<file path="src/pkg/slpg_regs.vh">
// slpg_regs.vh: offsets, field positions, reset values and timing
// constants of the status indicator pattern generator.
// assumes: included by bare name from every design file that needs it.
`ifndef SLPG_REGS_VH
`define SLPG_REGS_VH

// ==========================================================
// register byte offsets (one aligned 32-bit word each)
`define SLPG_OFF_CTRL 4'h0
`define SLPG_OFF_TICK 4'h4
`define SLPG_OFF_STAT 4'h8
`define SLPG_OFF_NODE 4'hC

// ==========================================================
// control register fields
`define SLPG_CTRL_PROC_OK 0
`define SLPG_CTRL_APP 1
`define SLPG_CTRL_ALARM 2
`define SLPG_CTRL_DNLD 3
`define SLPG_CTRL_FLASH 4
`define SLPG_CTRL_RESTART 5
`define SLPG_CTRL_COMM_LO 6
`define SLPG_CTRL_COMM_HI 7
`define SLPG_CTRL_RESET 8'h00

// ==========================================================
// status register fields
`define SLPG_STAT_NODE_OK 0
`define SLPG_STAT_NET_LED 1
`define SLPG_STAT_CTRL_LED 2
`define SLPG_STAT_STATE_LO 3
`define SLPG_STAT_STATE_HI 4

// ==========================================================
// timebase: one tick per millisecond
`define SLPG_CLK_MHZ 200
`define SLPG_TICK_US 1000
// 200 MHz times 1000 us, sized to the 24-bit divisor register
`define SLPG_TICK_DIV 24'h030D40

// ==========================================================
// times in milliseconds (ticks) and the frame slot count
`define SLPG_PWRUP_MS 11'h3E8
`define SLPG_CHECK_MS 11'h5DC
`define SLPG_NORM_MS 11'h3E8
`define SLPG_ALARM_MS 11'h1F4
`define SLPG_FLASH_MS 11'h12C
`define SLPG_FRAME_SLOTS 3'h5
`define SLPG_PITCH_MS 9'h1F4
`define SLPG_PULSE_MS 9'h0FA

`endif
</file>
<file path="src/design/slpg_burst.v">
// slpg_burst.v: 2.5 s frame with one to three evenly spaced pulses
// at its start, for the network indicator.
// assumes: tick is a one-cycle pulse per millisecond.
`timescale 1ns/100ps
`include "slpg_regs.vh"

module slpg_burst (
	// clock and reset
	input wire ref_clk,
	input wire srst,
	// timebase and pulse count
	input wire tick,
	input wire [1:0] pulses,
	output reg active
);

	// ==========================================================
	// slot and position counters
	reg [2:0] slot; // 500 ms slot within frame
	reg [8:0] pos; // ms within slot

	// frame walk: five slots of 500 ms make 2.5 s
	always @(posedge ref_clk) begin
		if (srst) begin
			slot <= 3'h0;
			pos <= 9'h000;
		end else if (tick) begin
			if (pos == `SLPG_PITCH_MS - 9'h001) begin
				pos <= 9'h000;
				// wrap after last slot
				if (slot == `SLPG_FRAME_SLOTS - 3'h1)
					slot <= 3'h0;
				else
					slot <= slot + 3'h1;
			end else begin
				pos <= pos + 9'h001;
			end
		end
	end

	// pulse in first half of each of the first n slots
	always @(posedge ref_clk) begin
		if (srst)
			active <= 1'b0;
		else
			active <= (slot < {1'b0, pulses}) && (pos < `SLPG_PULSE_MS);
	end

endmodule // slpg_burst

</file>
<file path="src/design/slpg_tick.v">
// slpg_tick.v: programmable prescaler giving a one-cycle tick.
// assumes: div comes from a register on the same clock.
`timescale 1ns/100ps

module slpg_tick (
	// clock and reset
	input wire ref_clk,
	input wire srst,
	// divisor and tick
	input wire [23:0] div,
	output reg tick
);

	// ==========================================================
	// cycle counter
	reg [23:0] cnt; // cycles since last tick
	wire [23:0] last; // terminal count
	// a divisor of zero behaves as one
	assign last = (div == 24'h000000) ? 24'h000000 : div - 24'h000001;

	// count up, tick on terminal count
	always @(posedge ref_clk) begin
		if (srst) begin
			cnt <= 24'h000000;
			tick <= 1'b0;
		end else if (cnt >= last) begin
			cnt <= 24'h000000;
			tick <= 1'b1;
		end else begin
			cnt <= cnt + 24'h000001;
			tick <= 1'b0;
		end
	end

endmodule // slpg_tick

</file>
<file path="src/design/slpg_top.v">
// slpg_top.v: blink pattern generator for the controller status and
// network status indicators, with an Avalon-MM register slave.
// assumes: one 200 MHz clock, synchronous reset at power-up, software
// writes the condition bits, address switches are asynchronous pins.
//
// Implementation choices: the Avalon-MM slave port and the register addresses.
`timescale 1ns/100ps
`include "slpg_regs.vh"

module slpg_top #(
	parameter [23:0] TICK_DIV = `SLPG_TICK_DIV
) (
	// clock and reset
	input wire ref_clk,
	input wire srst,
	// avalon-mm slave
	input wire [3:0] avs_address,
	input wire avs_read,
	input wire avs_write,
	input wire [31:0] avs_writedata,
	input wire [3:0] avs_byteenable,
	output reg [31:0] avs_readdata,
	output wire avs_waitrequest,
	// address switches
	input wire [6:0] addr_sw,
	output reg [6:0] node_addr,
	// indicators
	output reg ctrl_led,
	output reg net_led
);

	// ==========================================================
	// controller states
	localparam ST_DARK = 2'h0; // unpowered processor
	localparam ST_WAIT = 2'h1; // first second after power
	localparam ST_CHECK = 2'h2; // checksum being verified
	localparam ST_RUN = 2'h3; // blinking patterns

	// ==========================================================
	// word select within the register map
	function slpg_hit;
		input [3:0] addr;
		input [3:0] off;
		begin
			slpg_hit = (addr[3:2] == off[3:2]);
		end
	endfunction

	// ==========================================================
	// bus slave
	reg ack; // one wait state then answer
	reg [7:0] ctrl; // condition bits from software
	reg [23:0] tick_div; // prescaler divisor
	wire acc; // request present
	wire wr_go; // write takes effect
	reg [31:0] next_rdata; // read mux
	integer i;

	assign acc = avs_read | avs_write;
	assign avs_waitrequest = acc & ~ack;
	assign wr_go = avs_write & ack;

	// answer in the second cycle of each request
	always @(posedge ref_clk) begin
		if (srst)
			ack <= 1'b0;
		else
			ack <= acc & ~ack;
	end

	// ==========================================================
	// address switch synchroniser
	reg [6:0] sw_s1; // first stage, read only by sw_s2
	reg [6:0] sw_s2; // second stage

	// two flops before any use
	always @(posedge ref_clk) begin
		if (srst) begin
			sw_s1 <= 7'h00;
			sw_s2 <= 7'h00;
			node_addr <= 7'h00;
		end else begin
			sw_s1 <= addr_sw;
			sw_s2 <= sw_s1;
			node_addr <= sw_s2;
		end
	end

	// ==========================================================
	// control and divisor registers
	wire ctrl_wr; // write hits control byte
	wire restart_req; // software restart strobe

	assign ctrl_wr = wr_go & slpg_hit(avs_address, `SLPG_OFF_CTRL) &
		avs_byteenable[0];
	assign restart_req = ctrl_wr & avs_writedata[`SLPG_CTRL_RESTART];

	// restart bit is a strobe and is never stored
	always @(posedge ref_clk) begin
		if (srst) begin
			ctrl <= `SLPG_CTRL_RESET;
			tick_div <= TICK_DIV;
		end else begin
			if (ctrl_wr) begin
				ctrl <= avs_writedata[7:0] &
					~(8'h01 << `SLPG_CTRL_RESTART);
			end
			// divisor takes bytes 0 to 2
			if (wr_go & slpg_hit(avs_address, `SLPG_OFF_TICK)) begin
				for (i = 0; i < 3; i = i + 1) begin
					if (avs_byteenable[i])
						tick_div[i*8 +: 8] <= avs_writedata[i*8 +: 8];
				end
			end
		end
	end

	// named condition bits
	wire proc_ok; // processor powered, loader usable
	wire app_run; // application running
	wire alarm; // alarm active
	wire dnld; // configuration download in progress
	wire flash; // reflash mode
	wire [1:0] comm; // 0 none, 1 present, 2/3 transfer

	assign proc_ok = ctrl[`SLPG_CTRL_PROC_OK];
	assign app_run = ctrl[`SLPG_CTRL_APP];
	assign alarm = ctrl[`SLPG_CTRL_ALARM];
	assign dnld = ctrl[`SLPG_CTRL_DNLD];
	assign flash = ctrl[`SLPG_CTRL_FLASH];
	assign comm = ctrl[`SLPG_CTRL_COMM_HI:`SLPG_CTRL_COMM_LO];

	// ==========================================================
	// timebase
	wire tick; // one millisecond pulse

	slpg_tick u_tick (
		.ref_clk(ref_clk),
		.srst(srst),
		.div(tick_div),
		.tick(tick)
	);

	// ==========================================================
	// restart detection
	reg flash_d; // reflash bit one cycle ago
	reg dnld_d; // download bit one cycle ago
	wire restart; // any cause of restart

	// end of reflash or download restarts the checksum
	always @(posedge ref_clk) begin
		if (srst) begin
			flash_d <= 1'b0;
			dnld_d <= 1'b0;
		end else begin
			flash_d <= flash;
			dnld_d <= dnld;
		end
	end

	assign restart = restart_req | (flash_d & ~flash) | (dnld_d & ~dnld);

	// ==========================================================
	// controller state machine
	reg [1:0] state; // current state
	reg [1:0] next_state;
	reg [10:0] timer; // ms spent in state
	reg [10:0] next_timer;

	// state transitions
	always @* begin
		next_state = state;
		next_timer = timer;
		if (tick)
			next_timer = timer + 11'h001;
		case (state)
			ST_DARK: begin
				if (proc_ok) begin
					next_state = ST_WAIT;
					next_timer = 11'h000;
				end
			end
			ST_WAIT: begin
				if (tick && timer == `SLPG_PWRUP_MS - 11'h001) begin
					next_state = ST_CHECK;
					next_timer = 11'h000;
				end
			end
			ST_CHECK: begin
				if (tick && timer == `SLPG_CHECK_MS - 11'h001) begin
					next_state = ST_RUN;
					next_timer = 11'h000;
				end
			end
			ST_RUN: begin
				next_timer = 11'h000;
			end
			default: begin
				next_state = ST_DARK;
				next_timer = 11'h000;
			end
		endcase
		// restart outside the dark state forces a new checksum pass
		if (restart && state != ST_DARK) begin
			next_state = ST_CHECK;
			next_timer = 11'h000;
		end
		// loss of processor power overrides all
		if (!proc_ok) begin
			next_state = ST_DARK;
			next_timer = 11'h000;
		end
	end

	// state registers
	always @(posedge ref_clk) begin
		if (srst) begin
			state <= ST_DARK;
			timer <= 11'h000;
		end else begin
			state <= next_state;
			timer <= next_timer;
		end
	end

	// ==========================================================
	// blink half period by priority
	reg [10:0] half; // current half period in ms
	always @* begin
		if (flash)
			half = `SLPG_FLASH_MS;
		else if (alarm | dnld)
			half = `SLPG_ALARM_MS;
		else
			half = `SLPG_NORM_MS;
	end

	// ==========================================================
	// blink generator
	reg [10:0] phase; // ms in current half
	reg [10:0] half_d; // half period last cycle
	reg blink; // lit half of the pattern

	// restart lit whenever the pattern changes or run begins
	always @(posedge ref_clk) begin
		if (srst) begin
			phase <= 11'h000;
			half_d <= `SLPG_NORM_MS;
			blink <= 1'b1;
		end else begin
			half_d <= half;
			if (state != ST_RUN || half != half_d) begin
				phase <= 11'h000;
				blink <= 1'b1;
			end else if (tick) begin
				if (phase >= half - 11'h001) begin
					phase <= 11'h000;
					blink <= ~blink;
				end else begin
					phase <= phase + 11'h001;
				end
			end
		end
	end

	// ==========================================================
	// network indicator pulses
	reg [1:0] pulses; // pulses per frame
	wire burst; // pulse currently active

	// one, two or three pulses per communication state
	always @* begin
		case (comm)
			2'h0: pulses = 2'h1;
			2'h1: pulses = 2'h2;
			default: pulses = 2'h3;
		endcase
	end

	slpg_burst u_burst (
		.ref_clk(ref_clk),
		.srst(srst),
		.tick(tick),
		.pulses(pulses),
		.active(burst)
	);

	// ==========================================================
	// indicator outputs
	always @(posedge ref_clk) begin
		if (srst) begin
			ctrl_led <= 1'b0;
			net_led <= 1'b0;
		end else begin
			// controller status indicator
			case (state)
				ST_CHECK: ctrl_led <= 1'b1;
				ST_RUN: ctrl_led <= blink;
				default: ctrl_led <= 1'b0;
			endcase
			// network status indicator
			if (!proc_ok)
				net_led <= 1'b0;
			else if (flash)
				net_led <= ~burst;
			else if (app_run)
				net_led <= burst;
			else
				net_led <= 1'b1;
		end
	end

	// ==========================================================
	// read mux and read data register
	always @* begin
		next_rdata = 32'h00000000;
		if (slpg_hit(avs_address, `SLPG_OFF_CTRL))
			next_rdata[7:0] = ctrl;
		else if (slpg_hit(avs_address, `SLPG_OFF_TICK))
			next_rdata[23:0] = tick_div;
		else if (slpg_hit(avs_address, `SLPG_OFF_STAT)) begin
			next_rdata[`SLPG_STAT_NODE_OK] = (node_addr != 7'h00);
			next_rdata[`SLPG_STAT_NET_LED] = net_led;
			next_rdata[`SLPG_STAT_CTRL_LED] = ctrl_led;
			next_rdata[`SLPG_STAT_STATE_HI:`SLPG_STAT_STATE_LO] = state;
		end else
			next_rdata[6:0] = node_addr;
	end

	// data captured in the waited cycle, stands while answered
	always @(posedge ref_clk) begin
		if (srst)
			avs_readdata <= 32'h00000000;
		else if (avs_read & ~ack)
			avs_readdata <= next_rdata;
	end

endmodule // slpg_top

</file>
<file path="config.mk">
export PLATFORM = sky130hd
export DESIGN_NAME = slpg_top
export DESIGN_NICKNAME = d
export VERILOG_FILES = /design/src/design/slpg_burst.v /design/src/design/slpg_tick.v /design/src/design/slpg_top.v
export VERILOG_INCLUDE_DIRS = /design/src /design/src/pkg
export SDC_FILE = /design/constraint.sdc
export NUM_CORES = 1
export LEC_CHECK = 0
export ABC_AREA = 1
export BUFFER_PORTS_ARGS = -buffer_cell sky130_fd_sc_hd__buf_2
export CAP_MARGIN = 20
export CORE_ASPECT_RATIO = 0.8
export CORE_UTILIZATION = 53
export CTS_CLUSTER_DIAMETER = 200
export CTS_CLUSTER_SIZE = 25
export DETAILED_ROUTE_END_ITERATION = 7
export GPL_TIMING_DRIVEN = 0
export PLACE_DENSITY_LB_ADDON = 0.05
export SYNTH_ARGS = -nofsm -noshare
export SYNTH_HDL_FRONTEND = slang
export SYNTH_SLANG_ARGS = --single-unit
</file>
<file path="constraint.sdc">
create_clock -name ref_clk -period 2.4 [get_ports ref_clk]
set_input_delay 0 -clock ref_clk [delete_from_list [all_inputs] [get_ports ref_clk]]
set_output_delay 0 -clock ref_clk [all_outputs]
set_load 0.01 [all_outputs]
</file>
Word-level counts from Yosys, hierarchy flattened

Cells that the tools add are included.

$add $sub $neg: 7
Order comparisons: 4
Eq/ne operators: 16
Multiplexer cells: 25
Bitwise operators: 19
Reductions and logical operators: 25

Operators by type and width:

| kind                                                                         | number |
|---|---|
| 11-bit 2-to-1 mux                                                            | 4 |
| 11-bit case mux with 3 select lines                                          | 1 |
| 24-bit by 1-bit adder with 24-bit output, second input constant              | 1 |
| 24-bit greater-or-equal comparator                                           | 1 |
| 24-bit logical NOT                                                           | 1 |
| 24-bit 2-to-1 mux                                                            | 1 |
| 24-bit by 1-bit subtractor with 24-bit output, second input constant         | 1 |
| 11-bit by 1-bit adder with 11-bit output, second input constant              | 2 |
| 10-bit 2-to-1 mux                                                            | 2 |
| 17-bit 2-to-1 mux                                                            | 1 |
| 16-bit 2-to-1 mux                                                            | 1 |
| 11-bit by 10-bit == test with 1-bit output, second input constant            | 1 |
| 11-bit == test, second input constant                                        | 1 |
| 11-bit greater-or-equal comparator                                           | 1 |
| 11-bit inequality test                                                       | 1 |
| 11-bit by 1-bit subtractor with 11-bit output, second input constant         | 1 |
| 2-bit AND reduction                                                          | 5 |
| 9-bit by 1-bit adder with 9-bit output, second input constant                | 1 |
| 1-bit bitwise AND                                                            | 9 |
| 9-bit == test, second input constant                                         | 1 |
| 9-bit by 8-bit less-than comparator with 1-bit output, second input constant | 1 |
| 9-bit 2-to-1 mux                                                             | 1 |
| 2-bit 2-to-1 mux                                                             | 4 |
| 8-bit 2-to-1 mux                                                             | 1 |
| other kinds (26)                                                             | 52 |

Register bits after elaboration: 155
Input port bits: 51
Output and inout port bits: 42
Word-level logic and storage cells: 120

Depth between registers and ports, before layout

Depth in word-level cells: 9
Depth in mapped cells: 23
Mapped depth without buffers: 22

Hierarchy

A second synthesis with hierarchy kept.

Cells, all modules: 1118
Area total of the unflattened synthesis: 8079.0 um^2

Modules (own cells, without submodules):

| module     | instances | cells each | area each (um^2) | seq. area each (um^2) |
|---|---|---|---|---|
| slpg_top   | 1         | 594        | 4672.0           | 2222.1 |
| slpg_tick  | 1         | 420        | 2656.3           | 500.5 |
| slpg_burst | 1         | 104        | 750.7            | 260.2 |

Least setup slack after synthesis

OpenSTA, ideal clock, no wires.

Kind: reg2reg
Start point: register tick_div[0]
End point: register u_tick.cnt[5]
Setup time: 0.117 ns
Data arrival time: 2.481 ns
Data required time: 2.283 ns
Slack: -0.198 ns
Stages on the path, launching flop included: 21
Buffers on the path: 1
Clock period less this slack: 2.598 ns
Cell sequence: dfxtp_1 inv_1 ha_1 inv_1 nor2_1 nand2_1 nor2_2 nand2_1 inv_2 nand2_1 o21ai_1 nand3_1 ha_1 nand2_1 nor2_1 nand4_1 nor2_1 nand2_1 nand3_1 buf_2 nor2_1

Word-level cells in the longest chain between the ends: 4
Elaborated cells on any way between the ends: 5
Those cells by class: add/sub (1); order compare (1); mux (1); reduce/logical (2)

Ends and longest elaborated chain:

| element                                                                                    | RTL line       | RTL |
|---|---|---|
| start: declaration                                                                         | slpg_top.v:53  | `reg [23:0] tick_div;` |
| start signal: indexed assignment                                                           | slpg_top.v:112 | `tick_div[i*8 +: 8] <= avs_writedata[i*8 +: 8];` |
| 24-bit by 1-bit subtractor with 24-bit output / 24-bit logical NOT (equally long branches) | slpg_tick.v:19 | `assign last = (div == 24'h000000) ? 24'h000000 : div - 24'h000001;` |
| 24-bit 2-to-1 mux (*)                                                                      | slpg_tick.v:19 |  |
| 24-bit greater-or-equal comparator (*)                                                     | slpg_tick.v:26 | `end else if (cnt >= last) begin` |
| 2-bit OR reduction (no line) (*)                                                           | n/a            |  |
| end signal: assignment                                                                     | slpg_tick.v:30 | `cnt <= cnt + 24'h000001;` |
| end: declaration                                                                           | slpg_tick.v:16 | `reg [23:0] cnt;` |

Mark *: on every way between the ends. The rest lies on a longest branch, timed or not.
A chain may end at the register's enable or synchronous reset.

Worst setup path in the final report

Start point: register tick_div[3]
End point: register u_tick.cnt[7]

Same word-level chain as after synthesis.

==> metrics.md <==
| Metric | Value |
|---|---|
| Worst hold path type | `in2reg` |
| Sequential area share after synthesis | `38.68%` |
| # rows | `39` |
| Clock tree buffer depth | `2` |
| Pwr Density | `578.8 mW/mm2` |
| Overall Global Routing Usage | `around 27%` |
| Clk slew on worst S/H paths | `around 0.07 ns` |
| Worst slew pin tran | `~0.71 ns` |
| CP Class | `reg2reg` |
| Total core area | `0.01425 mm2` |
| Routed len/inst | `~14 um` |
| Design area | `between 0.009 and 0.01 mm2` |
| DIE WIDTH | `~140 um` |
| TritonCTS Buffers | `17` |
| Post-DR vias/cell | `~5.1` |
| CTS tree | `done` |
| Worst Setup Slack, final | `-0.2562 ns` |
| Layout Cells excl Fill | `1451` |
| Vias | `between 7000 and 8000` |
| Antenna-violating nets left | `0` |
| # diodes | `0` |
| Reg2Reg Depth | `14` |
| Setup violations, final | `26` |
| Later-pin clock latency in the skew report | `0.43 ns` |
| Hold slack | `0.004520 ns` |
| Number of synthesized flops with an enable pin | `0` |
| Global-route wire length before repair | `31620 um` |
| Max cap viols | `0` |
| Leak | `between 4 and 5 nW` |
| Placed inst area | `between 0.008 and 0.009 mm2` |
| Post-DP HPWL | `roughly 14000 um` |
| CP Max Fanout | `10` |
| Synth async-reset ratio | `0%` |
| Synthesized area | `between 0.007 and 0.008 mm2` |
| Fmax | `376.5 MHz` |
| Critical path's largest stage delay | `approximately 0.33 ns` |
| Vias in the first global route | `~6500` |
| Layout cells sized above 1 | `roughly 18%` |
| Clock Root Buffer | `clkbuf_16` |
| Layout area overhead | `27.15%` |
| Setup TNS | `-5.746 ns` |
| Startpoint Class | `flip-flop` |
| Largest net degree at the start of global routing | `17` |
| Final Critical Period | `~2.7 ns` |
| Setup WS pre-CTS | `-0.6125 ns` |
| Crit end category | `flip-flop` |
| Arrival time at the worst endpoint | `approximately 3.0 ns` |
| Post-synth top flop | `dfxtp_1` |
| Violated checks | `negative setup slack` |
| Status | `finished, violations left` |
| Mapped Cells | `approximately 1100` |
| WP data required | `between 2 and 3 ns` |
| Clock sinks | `~150` |
| Final Max Slew Viols | `0` |
| Max_slew headroom | `between 50% and 60%` |
| VDD IR max | `0.0006152 V` |
| Initial DRT Pass Iterations | `5` |
| Total die area | `~0.015 mm2` |
| Fin nets | `~1400` |
| Drt drc | `0` |
| Placed Cells | `between 1000 and 1500` |
| Tcrit/Tclk final | `110.7%` |
| Ys Warns | `0` |
| H-tree depth | `4` |
| DIE HEIGHT | `approximately 110 um` |
| Initial Utilization | `a little over half` |
| RSZ-0062 raised after global routing | `yes` |
| Synthesis-stage register bit count | `between 100 and 150` |
| Final WL | `19910 um` |
| Synth cell types | `44` |
| Fin. Hold Viols | `0` |
| Syn Area/Cell | `between 7 and 8 um2` |
| Crit-path cells | `inv_1 -> nand2_1 -> nor3_2 -> nand3_2 -> buf_4 -> nand3_1 -> ha_1 -> a21o_1 -> nor2_1 -> nand2_1 -> a21oi_4 -> nand3_4 -> buf_6 -> nor2_1` |
| I/O Buffers | `73` |
| Initial antenna violation count | `0` |
| Clk_skew | `about 0.0090 ns` |
| Hold Path Depth | `4` |
| Top Ports | `just over 90` |
| GRT overflow | `0` |
| GP Congestion | `0.8813` |
| Initial detailed-routing violation count | `401` |
| CP max stage cell | `dfxtp_1` |
==> worst paths after layout <==
kind | start | to | slack, ns
setup / recovery | tick_div[3]$_SDFFE_PP0P_ | u_tick.cnt[7]$_SDFF_PP0_ | -0.26
hold reg to reg | sw_s1[3]$_SDFF_PP0_ | sw_s2[3]$_SDFF_PP0_ | 0.40
hold / removal | avs_read | avs_readdata[0]$_SDFFE_PP0P_ | 0.005
setup reg to reg | tick_div[3]$_SDFFE_PP0P_ | u_tick.cnt[7]$_SDFF_PP0_ | -0.26
==> power breakdown <==
group | leakage (nW) | internal [mW] | total, mW | switching (mW)
Clock | 0.289 | 1.59 | 2.73 | 1.14
Combinational | 2.86 | 0.172 | 0.394 | 0.222
Sequential | 1.21 | 2.51 | 2.55 | 0.0349
Total | 4.36 | 4.27 | 5.67 | 1.40
==> metrics by stage <==
step	power (mW)	util (%)
3_5_place_dp	2.916	58.88
5_1_grt	5.875	68.81
4_1_cts	5.690	67.55
3_3_place_gp	2.913	58.88
6_report	5.675	68.81
2_1_floorplan	2.795	-
==> cells in the final DEF (no fill, tap or decap), types with 16 or more instances in the layout <==
| cell | synthesis | final |
|---|---|---|
| nor2_2 | 11 | 24 |
| buf_2 | 7 | 77 |
| buf_4 | 9 | 28 |
| nand3_1 | 64 | 61 |
| a22oi_1 | 16 | 16 |
| nand2_1 | 210 | 202 |
| dfxtp_1 | 149 | 138 |
| clkbuf_16 | 0 | 17 |
| nand4_1 | 16 | 16 |
| o21ai_0 | 57 | 56 |
| inv_1 | 142 | 137 |
| dlygate4sd3_1 | 0 | 45 |
| ha_1 | 45 | 43 |
| nor2_1 | 187 | 166 |
| a21oi_1 | 55 | 53 |
| xor2_1 | 21 | 21 |
==> state kept, by name (all words and copies together), names as in the netlist, 2 cells and up <==
| signal | flops |
|---|---|
| phase | 11 |
| u_tick.cnt | 24 |
| state | 2 |
| node_addr | 7 |
| u_burst.slot | 3 |
| ctrl | 7 |
| half_d | 5 |
| sw_s2 | 7 |
| avs_readdata | 24 |
| tick_div | 24 |
| sw_s1 | 7 |
| u_burst.pos | 9 |
| timer | 11 |
==> worst max-delay path, delay by kind of cell, from the launching register on <==
family | cells | cell delay (ns)
and+or+nand+nor | 8 | 1.06
adders and majority gates | 1 | 0.26
DFF | 1 | 0.33
AOI/OAI and AO/OA | 2 | 0.38
buffers and inverters | 3 | 0.57
==> cells in the mapped netlist, types with 9 or more instances <==
library cell	count	area, um2
xnor2_1	10	87.58
inv_1	142	533.0
ha_1	45	563.0
nand3_1	64	320.3
nand2_1	210	788.3
dfxtp_1	149	2983
buf_4	9	67.56
clkbuf_1	10	37.54
nor2_1	187	701.9
a22oi_1	16	120.1
nor2_2	11	68.82
nor3_1	11	55.05
o21ai_0	57	285.3
a21oi_1	55	275.3
nand4_1	16	100.1
xor2_1	21	183.9
==> cell type report <==
type	count	area [um2]
Tap cell	184	230.2
Clock buffer	18	439.2
Sequential cell	149	3007
Inverter	149	569.3
Clock inverter	14	167.7
Fill cell	1279	4444
Timing Repair Buffer	138	973.4
Buffer	30	192.7
Multi-Input combinational cell	769	4225
==> timing repair <==
item | CTS | global route
gates resized for setup | 32 | 37
endpoints found under the hold margin | 44 | 0
setup buffers | 10 | 8
cloned | 2 | 0
hold buffers | 45 | 0
endpoints found under the setup margin | 25 | 26
pin swaps | 26 | 20
==> cell families after synthesis <==
logic type	share of synthesized area (%)
DFF	38.68
AOI/OAI and AO/OA	11.67
adders and majority gates	7.302
and+or+nand+nor	29.19
other	0.04863
xor gates and xnor gates	3.521
buffers and inverters	9.589
==> metal layers <==
| metal | vias to the layer above | track usage, % | routed length, um |
|---|---|---|---|
| met2 | 225 | 41.08 | 8390 |
| met3 | 18 | 5.809 | 1356 |
| met1 | 3345 | 39.81 | 9933 |
| met4 | 0 | 7.143 | 229 |
| li1 | 3810 | - | - |
| met5 | - | 0 | 0 |
Power figures use the tool's default switching activity.
